===== config.mk =====
export PLATFORM = sky130hd
export DESIGN_NAME = srp_top
export DESIGN_NICKNAME = d
export VERILOG_FILES = /design/src/hdl/srp_pkg.sv /design/src/hdl/srp_fifo_if.sv /design/src/hdl/srp_fifo.sv /design/src/hdl/srp_top.sv
export VERILOG_INCLUDE_DIRS = /design/src /design/src/hdl
export SDC_FILE = /design/constraint.sdc
export NUM_CORES = 2
export LEC_CHECK = 0
export BUFFER_PORTS_ARGS = -buffer_cell sky130_fd_sc_hd__buf_2
export CORE_MARGIN = 1
export CORE_UTILIZATION = 40
export DETAILED_ROUTE_END_ITERATION = 12
export SLEW_MARGIN = 5
export SYNTH_ARGS = -nofsm -noshare
export SYNTH_HDL_FRONTEND = slang
export SYNTH_HIERARCHICAL = 1
export SYNTH_SLANG_ARGS = --single-unit

===== constraint.sdc =====
create_clock -name sys_clk_in -period 8.25 [get_ports sys_clk_in]
set_input_delay 1.2375 -clock sys_clk_in [delete_from_list [all_inputs] [get_ports sys_clk_in]]
set_output_delay 1.2375 -clock sys_clk_in [all_outputs]
set_load 0.05 [all_outputs]

===== src/hdl/srp_regs.svh =====
`ifndef SRP_REGS_SVH
`define SRP_REGS_SVH

// register offsets (byte addresses on the plain register port)
`define SRP_ADDR_CFG      4'h0
`define SRP_ADDR_STAT     4'h4

// config register field positions
`define SRP_CFG_WIDTH_LSB 0
`define SRP_CFG_WIDTH_MSB 2
`define SRP_CFG_CLK_LSB   4
`define SRP_CFG_CLK_MSB   5
`define SRP_CFG_DDR_BIT   8

// status register field positions
`define SRP_STAT_FULL_LSB  0
`define SRP_STAT_EMPTY_LSB 4

// reset values
`define SRP_WIDTH_RST     3'h4
`define SRP_CLK_RST       2'h0
`define SRP_DDR_RST       1'b0

// width select codes
`define SRP_WIDTH_8       3'h0
`define SRP_WIDTH_16      3'h1
`define SRP_WIDTH_24      3'h2
`define SRP_WIDTH_32      3'h3
`define SRP_WIDTH_40      3'h4

// clock select codes
`define SRP_CLK_SEL_LOW   2'h0
`define SRP_CLK_SEL_MID   2'h1
`define SRP_CLK_SEL_HIGH  2'h2

// result clock rates in MHz, normal mode
`define SRP_RCLK_MAX_MHZ  300
`define SRP_RCLK_LOW_MHZ  75
`define SRP_RCLK_MID_MHZ  150
`define SRP_RCLK_HIGH_MHZ 300

// half periods in system cycles, scaled so the fastest rate is one cycle
`define SRP_HALF_LOW      4'((`SRP_RCLK_MAX_MHZ / `SRP_RCLK_LOW_MHZ))
`define SRP_HALF_MID      4'((`SRP_RCLK_MAX_MHZ / `SRP_RCLK_MID_MHZ))
`define SRP_HALF_HIGH     4'((`SRP_RCLK_MAX_MHZ / `SRP_RCLK_HIGH_MHZ))

// buffer and frame figures
`define SRP_FIFO_DEPTH    15
`define SRP_STAMP_W       40
`define SRP_GAP_BITS      6'h02
`define SRP_TAG_VAL       1'b1

`endif


===== src/hdl/srp_pkg.sv =====
package srp_pkg;

  // frame phase of the shared serial sequencer
  typedef enum logic [1:0] {
    SRP_PH_TAG  = 2'b00,
    SRP_PH_DATA = 2'b01,
    SRP_PH_GAP  = 2'b10
  } srp_phase_e;

  // software configuration
  typedef struct packed {
    logic       ddr;
    logic [1:0] clk_sel;
    logic [2:0] width_sel;
  } srp_cfg_s;

  typedef logic [39:0] srp_stamp_t;

endpackage


===== src/hdl/srp_fifo_if.sv =====
`timescale 1ns/1ps
`include "srp_regs.svh"

// push side from capture, pop side from the serial sequencer
interface srp_fifo_if;
  logic                    push;
  logic [`SRP_STAMP_W-1:0] push_data;
  logic                    pop;
  logic [`SRP_STAMP_W-1:0] head;
  logic                    full;
  logic                    empty;

  modport fifo (input push, input push_data, input pop, output head, output full, output empty);
  modport user (output push, output push_data, output pop, input head, input full, input empty);
endinterface


===== src/hdl/srp_fifo.sv =====
`timescale 1ns/1ps
`include "srp_regs.svh"

module srp_fifo (
  // clock and reset
  input  wire logic sys_clk_in,
  input  wire logic rst_in,
  // buffer port
  srp_fifo_if.fifo  bus
);

  logic [`SRP_STAMP_W-1:0] mem [`SRP_FIFO_DEPTH];  // stamp storage
  logic [3:0]              wr_ptr_r;                // next free slot
  logic [3:0]              rd_ptr_r;                // oldest entry
  logic [3:0]              count_r;                 // entries held
  logic                    do_push;                 // accepted write
  logic                    do_pop;                  // accepted read

  // a stamp that meets a full buffer is simply dropped
  assign do_push = bus.push && (count_r != 4'(`SRP_FIFO_DEPTH));
  assign do_pop  = bus.pop && (count_r != 4'h0);

  // show-ahead head so the arithmetic stage sees it without delay
  assign bus.head  = mem[rd_ptr_r];
  assign bus.full  = (count_r == 4'(`SRP_FIFO_DEPTH));
  assign bus.empty = (count_r == 4'h0);

  // storage write, no reset needed on data
  always_ff @(posedge sys_clk_in) begin
    if (do_push) begin
      mem[wr_ptr_r] <= bus.push_data;
    end
  end

  // pointers and occupancy
  always_ff @(posedge sys_clk_in or posedge rst_in) begin
    if (rst_in) begin
      wr_ptr_r <= 4'h0;
      rd_ptr_r <= 4'h0;
      count_r  <= 4'h0;
    end else begin
      if (do_push) begin
        wr_ptr_r <= (wr_ptr_r == 4'(`SRP_FIFO_DEPTH - 1)) ? 4'h0 : wr_ptr_r + 4'h1;
      end
      if (do_pop) begin
        rd_ptr_r <= (rd_ptr_r == 4'(`SRP_FIFO_DEPTH - 1)) ? 4'h0 : rd_ptr_r + 4'h1;
      end
      count_r <= count_r + {3'h0, do_push} - {3'h0, do_pop};
    end
  end

endmodule


===== src/hdl/srp_top.sv =====
`timescale 1ns/1ps
`include "srp_regs.svh"

module srp_top (
  // clock and reset
  input  wire logic                sys_clk_in,
  input  wire logic                rst_in,
  // register port
  input  wire logic [3:0]          reg_addr_in,
  input  wire logic [31:0]         reg_wdata_in,
  input  wire logic                reg_wr_in,
  input  wire logic                reg_rd_in,
  output logic      [31:0]         reg_rdata_out,
  // stamp capture, same clock domain
  input  wire logic [3:0]          stamp_valid_in,
  input  wire logic [3:0][39:0]    stamp_data_in,
  input  wire logic [39:0]         sync_stamp_in,
  input  wire logic [3:0][39:0]    cal_in,
  // serial result port
  output logic                     rclk_out,
  output logic      [3:0]          result_strobe_n_out,
  output logic      [3:0]          result_data_out
);

  ////////////////////////////////////////////////////////////////////////
  // declarations

  // config and sequencer state; all pins below come from flip-flops
  srp_pkg::srp_cfg_s     cfg_r;        // software configuration
  srp_pkg::srp_phase_e   phase_r;      // current frame phase
  srp_pkg::srp_phase_e   phase_nxt;    // phase after the next bit tick
  logic [5:0]            idx_r;        // bit index inside phase
  logic [5:0]            idx_nxt;      // index after the next bit tick
  logic [5:0]            n_r;          // width latched for this frame
  logic [3:0]            hcnt_r;       // half-period counter
  logic [3:0]            half_base;    // half period before ddr doubling
  logic [3:0]            half_lim;     // half period for current setting
  logic                  toggle;       // result clock flips this cycle
  logic                  bit_tick;     // serial data moves this cycle
  logic                  load;         // free-running load pulse
  logic [3:0]            active_r;     // channel carries a result
  srp_pkg::srp_stamp_t   shift_r [4];  // result being sent per channel
  srp_pkg::srp_stamp_t   head_c  [4];  // buffer heads
  srp_pkg::srp_stamp_t   res_c   [4];  // arithmetic stage outputs
  logic [3:0]            full_c;       // buffer full flags
  logic [3:0]            empty_c;      // buffer empty flags
  logic [3:0]            pop_c;        // buffer reads

  ////////////////////////////////////////////////////////////////////////
  // decode helpers

  // unused width codes never reach here, the config write maps them
  // word width in bits for a width code
  function automatic logic [5:0] srp_width(input logic [2:0] code);
    logic [5:0] w;
    w = 6'h28;
    unique case (code)
      `SRP_WIDTH_8:  w = 6'h08;
      `SRP_WIDTH_16: w = 6'h10;
      `SRP_WIDTH_24: w = 6'h18;
      `SRP_WIDTH_32: w = 6'h20;
      default:       w = 6'h28;
    endcase
    return w;
  endfunction

  // code 11 cannot be stored, it is caught at the config write
  // half period in system cycles for a clock code
  function automatic logic [3:0] srp_half(input logic [1:0] code);
    logic [3:0] h;
    h = `SRP_HALF_LOW;
    unique case (code)
      `SRP_CLK_SEL_MID:  h = `SRP_HALF_MID;
      `SRP_CLK_SEL_HIGH: h = `SRP_HALF_HIGH;
      default:           h = `SRP_HALF_LOW;
    endcase
    return h;
  endfunction

  ////////////////////////////////////////////////////////////////////////
  // channel buffers and arithmetic stage

  // one interface per channel keeps the push and pop wires together
  // capture pushes at system rate, the sequencer pops far slower
  srp_fifo_if fifo_bus [4] ();

  genvar g;
  generate
    for (g = 0; g < 4; g++) begin : g_ch
      // capture side feeds the buffer straight in
      assign fifo_bus[g].push      = stamp_valid_in[g];
      assign fifo_bus[g].push_data = stamp_data_in[g];
      assign fifo_bus[g].pop       = pop_c[g];
      assign head_c[g]             = fifo_bus[g].head;
      assign full_c[g]             = fifo_bus[g].full;
      assign empty_c[g]            = fifo_bus[g].empty;

      // an empty buffer is never popped, so its pointers cannot slip
      // a read happens only on the load pulse of the transmitter
      assign pop_c[g] = load && !fifo_bus[g].empty;

      // sync and correction are sampled live at the load edge, so a sync
      // that moves while a stamp waits gives a negative result instead
      // event minus sync plus correction, modulo forty bits
      assign res_c[g] = head_c[g] - sync_stamp_in + cal_in[g];

      // fifteen deep: a slow result rate can absorb a short burst only
      srp_fifo u_fifo (
        .sys_clk_in (sys_clk_in),
        .rst_in     (rst_in),
        .bus        (fifo_bus[g])
      );
    end
  endgenerate

  ////////////////////////////////////////////////////////////////////////
  // register port

  // software sees one config word and one live status word; the
  // slave answers every strobe at once, so no wait logic is needed
  // config writes; reserved codes fall back to the reset setting
  always_ff @(posedge sys_clk_in or posedge rst_in) begin
    if (rst_in) begin
      cfg_r.width_sel <= `SRP_WIDTH_RST;
      cfg_r.clk_sel   <= `SRP_CLK_RST;
      cfg_r.ddr       <= `SRP_DDR_RST;
    end else if (reg_wr_in && reg_addr_in == `SRP_ADDR_CFG) begin
      // width codes above forty bits are unused
      if (reg_wdata_in[`SRP_CFG_WIDTH_MSB:`SRP_CFG_WIDTH_LSB] > `SRP_WIDTH_40) begin
        cfg_r.width_sel <= `SRP_WIDTH_RST;
      end else begin
        cfg_r.width_sel <= reg_wdata_in[`SRP_CFG_WIDTH_MSB:`SRP_CFG_WIDTH_LSB];
      end
      // the top clock code is unused
      if (reg_wdata_in[`SRP_CFG_CLK_MSB:`SRP_CFG_CLK_LSB] > `SRP_CLK_SEL_HIGH) begin
        cfg_r.clk_sel <= `SRP_CLK_RST;
      end else begin
        cfg_r.clk_sel <= reg_wdata_in[`SRP_CFG_CLK_MSB:`SRP_CFG_CLK_LSB];
      end
      cfg_r.ddr <= reg_wdata_in[`SRP_CFG_DDR_BIT];
    end
  end

  // status bits are live flags, nothing here is sticky or cleared
  // read data stands one cycle after the strobe, zero otherwise
  always_ff @(posedge sys_clk_in or posedge rst_in) begin
    if (rst_in) begin
      reg_rdata_out <= 32'h0000_0000;
    end else begin
      reg_rdata_out <= 32'h0000_0000;
      if (reg_rd_in) begin
        unique case (reg_addr_in)
          `SRP_ADDR_CFG: begin
            reg_rdata_out[`SRP_CFG_WIDTH_MSB:`SRP_CFG_WIDTH_LSB] <= cfg_r.width_sel;
            reg_rdata_out[`SRP_CFG_CLK_MSB:`SRP_CFG_CLK_LSB]     <= cfg_r.clk_sel;
            reg_rdata_out[`SRP_CFG_DDR_BIT]                      <= cfg_r.ddr;
          end
          `SRP_ADDR_STAT: begin
            reg_rdata_out[`SRP_STAT_FULL_LSB +: 4]  <= full_c;
            reg_rdata_out[`SRP_STAT_EMPTY_LSB +: 4] <= empty_c;
          end
          // unmapped addresses read as zero
          default: reg_rdata_out <= 32'h0000_0000;
        endcase
      end
    end
  end

  ////////////////////////////////////////////////////////////////////////
  // result clock generator

  // half period for the selected rate, decoded once
  assign half_base = srp_half(cfg_r.clk_sel);
  // double rate keeps the bit time by doubling the half period
  assign half_lim = cfg_r.ddr ? {half_base[2:0], 1'b0} : half_base;
  // >= so that a rate change mid-count cannot run past the limit
  assign toggle   = (hcnt_r + 4'h1 >= half_lim);
  // normal mode moves data with the rising edge only; ddr with both
  // the receiver then sees each bit stand a full bit time
  assign bit_tick = toggle && (cfg_r.ddr || !rclk_out);

  // the clock is a plain register: no gating, so it stays glitch free
  // rates are scaled to the system clock, fastest is one cycle per half
  // divider from the system clock, result clock is a register
  always_ff @(posedge sys_clk_in or posedge rst_in) begin
    if (rst_in) begin
      hcnt_r   <= 4'h0;
      rclk_out <= 1'b0;
    end else if (toggle) begin
      hcnt_r   <= 4'h0;
      rclk_out <= !rclk_out;
    end else begin
      hcnt_r <= hcnt_r + 4'h1;
    end
  end

  ////////////////////////////////////////////////////////////////////////
  // frame sequencer, shared by all four channels

  // one sequencer serves all four channels, so every frame starts on
  // the same tick; idle channels just keep their strobe high meanwhile
  // frame = tag + width + two gap slots, all counted in bit ticks
  // next phase and index, taken only on a bit tick
  always_comb begin
    phase_nxt = phase_r;
    idx_nxt   = idx_r;
    unique case (phase_r)
      srp_pkg::SRP_PH_TAG: begin
        phase_nxt = srp_pkg::SRP_PH_DATA;
        idx_nxt   = 6'h00;
      end
      srp_pkg::SRP_PH_DATA: begin
        if (idx_r == n_r - 6'h01) begin
          phase_nxt = srp_pkg::SRP_PH_GAP;
          idx_nxt   = 6'h00;
        end else begin
          idx_nxt = idx_r + 6'h01;
        end
      end
      srp_pkg::SRP_PH_GAP: begin
        if (idx_r == `SRP_GAP_BITS - 6'h01) begin
          phase_nxt = srp_pkg::SRP_PH_TAG;
          idx_nxt   = 6'h00;
        end else begin
          idx_nxt = idx_r + 6'h01;
        end
      end
      default: begin
        phase_nxt = srp_pkg::SRP_PH_GAP;
        idx_nxt   = 6'h00;
      end
    endcase
  end

  // the load is free running, so latency depends on where a stamp
  // lands in the current frame: up to one full frame of waiting
  // load pulse: once per frame, free running whether data waits or not
  assign load = bit_tick && (phase_nxt == srp_pkg::SRP_PH_TAG);

  // a width write lands between frames, never inside one
  // phase, index and frame width
  always_ff @(posedge sys_clk_in or posedge rst_in) begin
    if (rst_in) begin
      // start at the last gap bit so the first tick loads
      phase_r <= srp_pkg::SRP_PH_GAP;
      idx_r   <= `SRP_GAP_BITS - 6'h01;
      n_r     <= 6'h28;
    end else if (bit_tick) begin
      phase_r <= phase_nxt;
      idx_r   <= idx_nxt;
      // width held for the whole frame, so a write never tears a word
      if (load) begin
        n_r <= srp_width(cfg_r.width_sel);
      end
    end
  end

  ////////////////////////////////////////////////////////////////////////
  // per-channel shift and pins

  // shift_r holds the whole forty-bit result; narrower words just stop
  // early and take the sign from bit 39, so the sign is never lost
  // result capture on the load pulse; sync is sampled right here
  always_ff @(posedge sys_clk_in or posedge rst_in) begin
    if (rst_in) begin
      active_r <= 4'h0;
      for (int c = 0; c < 4; c++) begin
        shift_r[c] <= 40'h00_0000_0000;
      end
    end else if (load) begin
      for (int c = 0; c < 4; c++) begin
        active_r[c] <= !empty_c[c];
        if (!empty_c[c]) begin
          shift_r[c] <= res_c[c];
        end
      end
    end
  end

  // phase_nxt is used so pins and phase move on the very same tick
  // and the strobe never lags the data it frames
  // strobe and data pins, moved only on a bit tick
  always_ff @(posedge sys_clk_in or posedge rst_in) begin
    if (rst_in) begin
      result_strobe_n_out <= 4'hF;
      result_data_out     <= 4'h0;
    end else if (bit_tick) begin
      for (int c = 0; c < 4; c++) begin
        unique case (phase_nxt)
          srp_pkg::SRP_PH_TAG: begin
            // a channel with a waiting stamp opens its frame
            if (!empty_c[c]) begin
              result_strobe_n_out[c] <= 1'b0;
              result_data_out[c]     <= `SRP_TAG_VAL;
            end else begin
              result_strobe_n_out[c] <= 1'b1;
              result_data_out[c]     <= 1'b0;
            end
          end
          srp_pkg::SRP_PH_DATA: begin
            if (active_r[c]) begin
              // the last slot carries the true sign of the full result
              if (idx_nxt == n_r - 6'h01) begin
                result_data_out[c] <= shift_r[c][39];
              end else begin
                result_data_out[c] <= shift_r[c][idx_nxt];
              end
            end else begin
              result_data_out[c] <= 1'b0;
            end
          end
          default: begin
            // end-of-word marker, also the idle level
            result_strobe_n_out[c] <= 1'b1;
            result_data_out[c]     <= 1'b0;
          end
        endcase
      end
    end
  end

endmodule


==> results.md <==
- Outcome: finished, final reports clean
- HP Start: result_strobe_n_out[1]
- Maximum fanout along the worst path: between 70 and 80
- Max_slew headroom: 0.2432
- Hold WS: between 400 and 500 ps
- # hold bufs at CTS: 0
- Final Core Density: 0.4583
- Hold path depth: 2
- Distinct cells, synth: just over 90
- CP required: approximately 9000 ps
- Slowest stage delay, CP: 1020 ps
- Dpl hpwl: a little over 200000 µm
- TritonRoute pass-1 iters: 5
- Top_reg_cell synth: edfxtp_1
- Global-route wire length before repair: between 400000 and 500000 µm
- Num rows: approximately 200
- Mapped Area: 115800 µm²
- Overflow after GRT: 0
- Gr usage total: 0.2224
- CTS tree: yes
- Final WL: approximately 330000 µm
- Worst path cell trace: buf_12 -> buf_4 -> mux4_2 -> a221o_1 -> inv_1 -> fa_1 -> inv_1 -> ha_1 -> and3_1 -> a41o_1 -> a221o_1 -> and2_1 -> o311ai_1 -> nand2_1 -> a211oi_2 -> o21bai_1 -> a21oi_1 -> xor2_1 -> o21ai_1
- DR vias/cell: between 5 and 6
- Crit Path Class: register to register
- Synth warn: 6
- Worst hold path class: register to register
- Post-synth EDFFs: 2400
- Drt wl/cell: 28.10 µm
- R2R depth: 19
- Critical R2R Capture: shift_r[76]
- Async SR Flop Fraction: 0.09468
- Top cell type's share of synthesized area: 0.6222
- Initial core utilization: 0.4020
- Avg Inst Size Synth: about 16 µm²
- DRC viols: 0
- Worst Skew: 45.78 ps
- MaxCap Viol Count: 0
- RSZ-0062 raised after global routing: no
- Input/output buffers: 395
- # H-tree levels: 5
- Maximum number of pins on one net before global-route repair: 90
- Final worst setup slack: about 1900 ps
- Synth top area cells: edfxtp_1 62%, mux4_2 9.3%, dfrtp_1 5.2%, fa_1 2.8%, inv_1 2.3%
- RD Place Congestion: between 0.8 and 0.9
- I/O pins: around 450
- Number of global-route vias before repair: approximately 65000
- Die Span Y: 540.1 µm
- Dpl cells: approximately 11000
- Num CTS Buffers: just under 300
- Die width: approximately 540 µm
- Clock Latency Late Sink: between 900 and 1000 ps
- Synth Register Bits: 2651
- Share of layout cells above drive strength 1: 0.2025
- Filler instances: approximately 25000
- Final #Nets: 8388
- Post-synthesis sequential area ratio: 0.6765
- CP Launch Type: register
- Crit share post-route: 0.7743
- Core area: ~290000 µm²
- Via count: roughly 65000
- P&R area growth vs syn: 14.00%
- Slowest-stage cell, CP: dfrtp_4
- Critical path arrival: 7130 ps
- FF-to-FF setup slack: 1860 ps
- Die ar.: roughly 300000 µm²
- Cell area power density: approximately 400 nW/µm²
- Max Slew Vio Count: 0
- FMAX: 156.6 MHz
- Synth Instances: approximately 7000
- Post-synth top cells: 2400 x edfxtp_1, 714 x inv_1, 524 x nand2_1, 480 x mux4_2, 284 x o21ai_1
- Initial drt markers: a little under 6000
- Setup total negative slack: 0 ps
- Hold path endpoint: result_strobe_n_out[1]
- Cell type with the largest total area after synthesis: edfxtp_1
- Post-route minimum period: between 6000 and 7000 ps
- ANT nets after route: 0
- Reg clk slew, reported paths: around 60 ps
- Crit. End Element: register
- CTS Root Cell: clkbuf_16
- Final count of hold timing violations: 0
- Layout Cells excl Fill: between 10000 and 15000
- R2r startpoint: g_ch[2].u_fifo/rd_ptr_r[1]
- Clk buf depth: 4
- Setup violations, final: 0
- Worst slew pin tran: about 1100 ps
- Delay-heaviest family, CP: compound AO/OA/AOI/OAI gates
- Initial antenna violation count: between 80 and 90
- Leakage: a little under 50 nW
- Bufs and invs on worst path: 4
- Multi-input logic area: 33480 µm²
- VDD IR max: about 0.21 mV
- CTS sink count: ~2700
- Sequential cell area: around 78000 µm²
- Post_cts resized: 0
- Top-count cell post-synth: edfxtp_1
- Dpl ws: approximately 1900 ps
- Post-CTS Setup Bufs: 0
-- area by class of cell --
class | instances | area share
sequential | 2651 | 0.5936
multi-input combinational | 3406 | 0.2535
clock buffer | 368 | 0.05842
tap | 3781 | 0.03582
timing repair buffer | 557 | 0.02513
inverter | 719 | 0.02049
clock inverter | 159 | 0.01255
antenna | 25 | 0.0004737
-- layout by cell type, fill, tap and decap left out, types with 27 or more instances in the layout --
| cell | instances |
|---|---|
| buf_2 | 395 |
| nand2_1 | 524 |
| buf_4 | 152 |
| clkbuf_1 | 66 |
| clkinv_2 | 39 |
| o21ai_0 | 117 |
| a21oi_1 | 161 |
| ha_1 | 198 |
| fa_1 | 160 |
| nand2b_1 | 48 |
| clkbuf_16 | 294 |
| nor2_4 | 27 |
| inv_1 | 713 |
| a221o_1 | 165 |
| nor2_1 | 94 |
| dfrtp_1 | 234 |
| a22o_1 | 164 |
| nand4_1 | 31 |
| edfxtp_1 | 2400 |
| xnor2_1 | 95 |
| nand3_1 | 82 |
| mux2i_1 | 196 |
| mux4_2 | 480 |
| a21o_1 | 68 |
| clkinv_1 | 57 |
| o21ai_1 | 284 |
| xor2_1 | 76 |
-- logic make-up after synthesis --
family                   Yosys count  share of synthesized area
AO/OA/AOI/OAI                   1187                    0.07177
XOR/XNOR                         172                    0.01313
adder cells (fa/ha/maj)          358                    0.04904
buffers and inverters           1080                    0.03961
flip-flops                      2651                     0.6765
multiplexers                     693                     0.1119
other                              1                 0.00003237
AND/OR/NAND/NOR                  973                    0.03803
-- flip-flops by register name, indices dropped and copies added (netlist names), 3 cells and up --
register / count
g_ch.u_fifo/mem: 2400
n_r: 3
result_strobe_n_out: 4
g_ch.u_fifo/count_r: 16
hcnt_r: 4
result_data_out: 4
reg_rdata_out: 9
g_ch.u_fifo/wr_ptr_r: 16
shift_r: 160
idx_r: 6
active_r: 4
g_ch.u_fifo/rd_ptr_r: 16
cfg_r: 6
-- worst max-delay path by stage --
stage                               start     endpoint  slack [ps]  cells past startpoint
3_3_place_gp   g_ch[2].u_fifo/rd_ptr_r[0]  shift_r[78]        1900                     19
4_1_cts        g_ch[2].u_fifo/rd_ptr_r[0]  shift_r[76]        1870                     19
2_1_floorplan                      rst_in  active_r[0]        1490                      1
6_report       g_ch[2].u_fifo/rd_ptr_r[1]  shift_r[76]        1860                     19
3_5_place_dp   g_ch[2].u_fifo/rd_ptr_r[0]  shift_r[76]        1920                     19
5_1_grt        g_ch[2].u_fifo/rd_ptr_r[0]  shift_r[76]        1400                     19
-- worst min-delay path, cell delays in order (launching register included) --
cell and delay (ps):
dfstp_2 360, inv_1 40, a21oi_1 50
-- metal layers --
layer,vias to the layer above,global-route usage,part of all wire
met2,2371,0.3577,0.47
met3,585,0.03999,0.069
li1,28252,-,-
met5,-,0,0.0012
met4,60,0.09850,0.048
met1,33660,0.2956,0.41
-- stage by stage --
stage | power (mW) | cell area (µm²)
6_report | 52.73 | 132100
5_1_grt | 55.85 | 132000
4_1_cts | 53.07 | 132000
3_5_place_dp | 40.17 | 122600
3_3_place_gp | 39.79 | 122600
2_1_floorplan | 34.05 | 115900
-- where the power goes --
group | switching (mW) | leakage, nW | internal, mW
registers | 1.13 | 24.7 | 16.5
logic | 13.0 | 18.7 | 9.28
clock network | 5.47 | 4.55 | 7.35
Note: power is estimated with default switching activity, not from simulation.
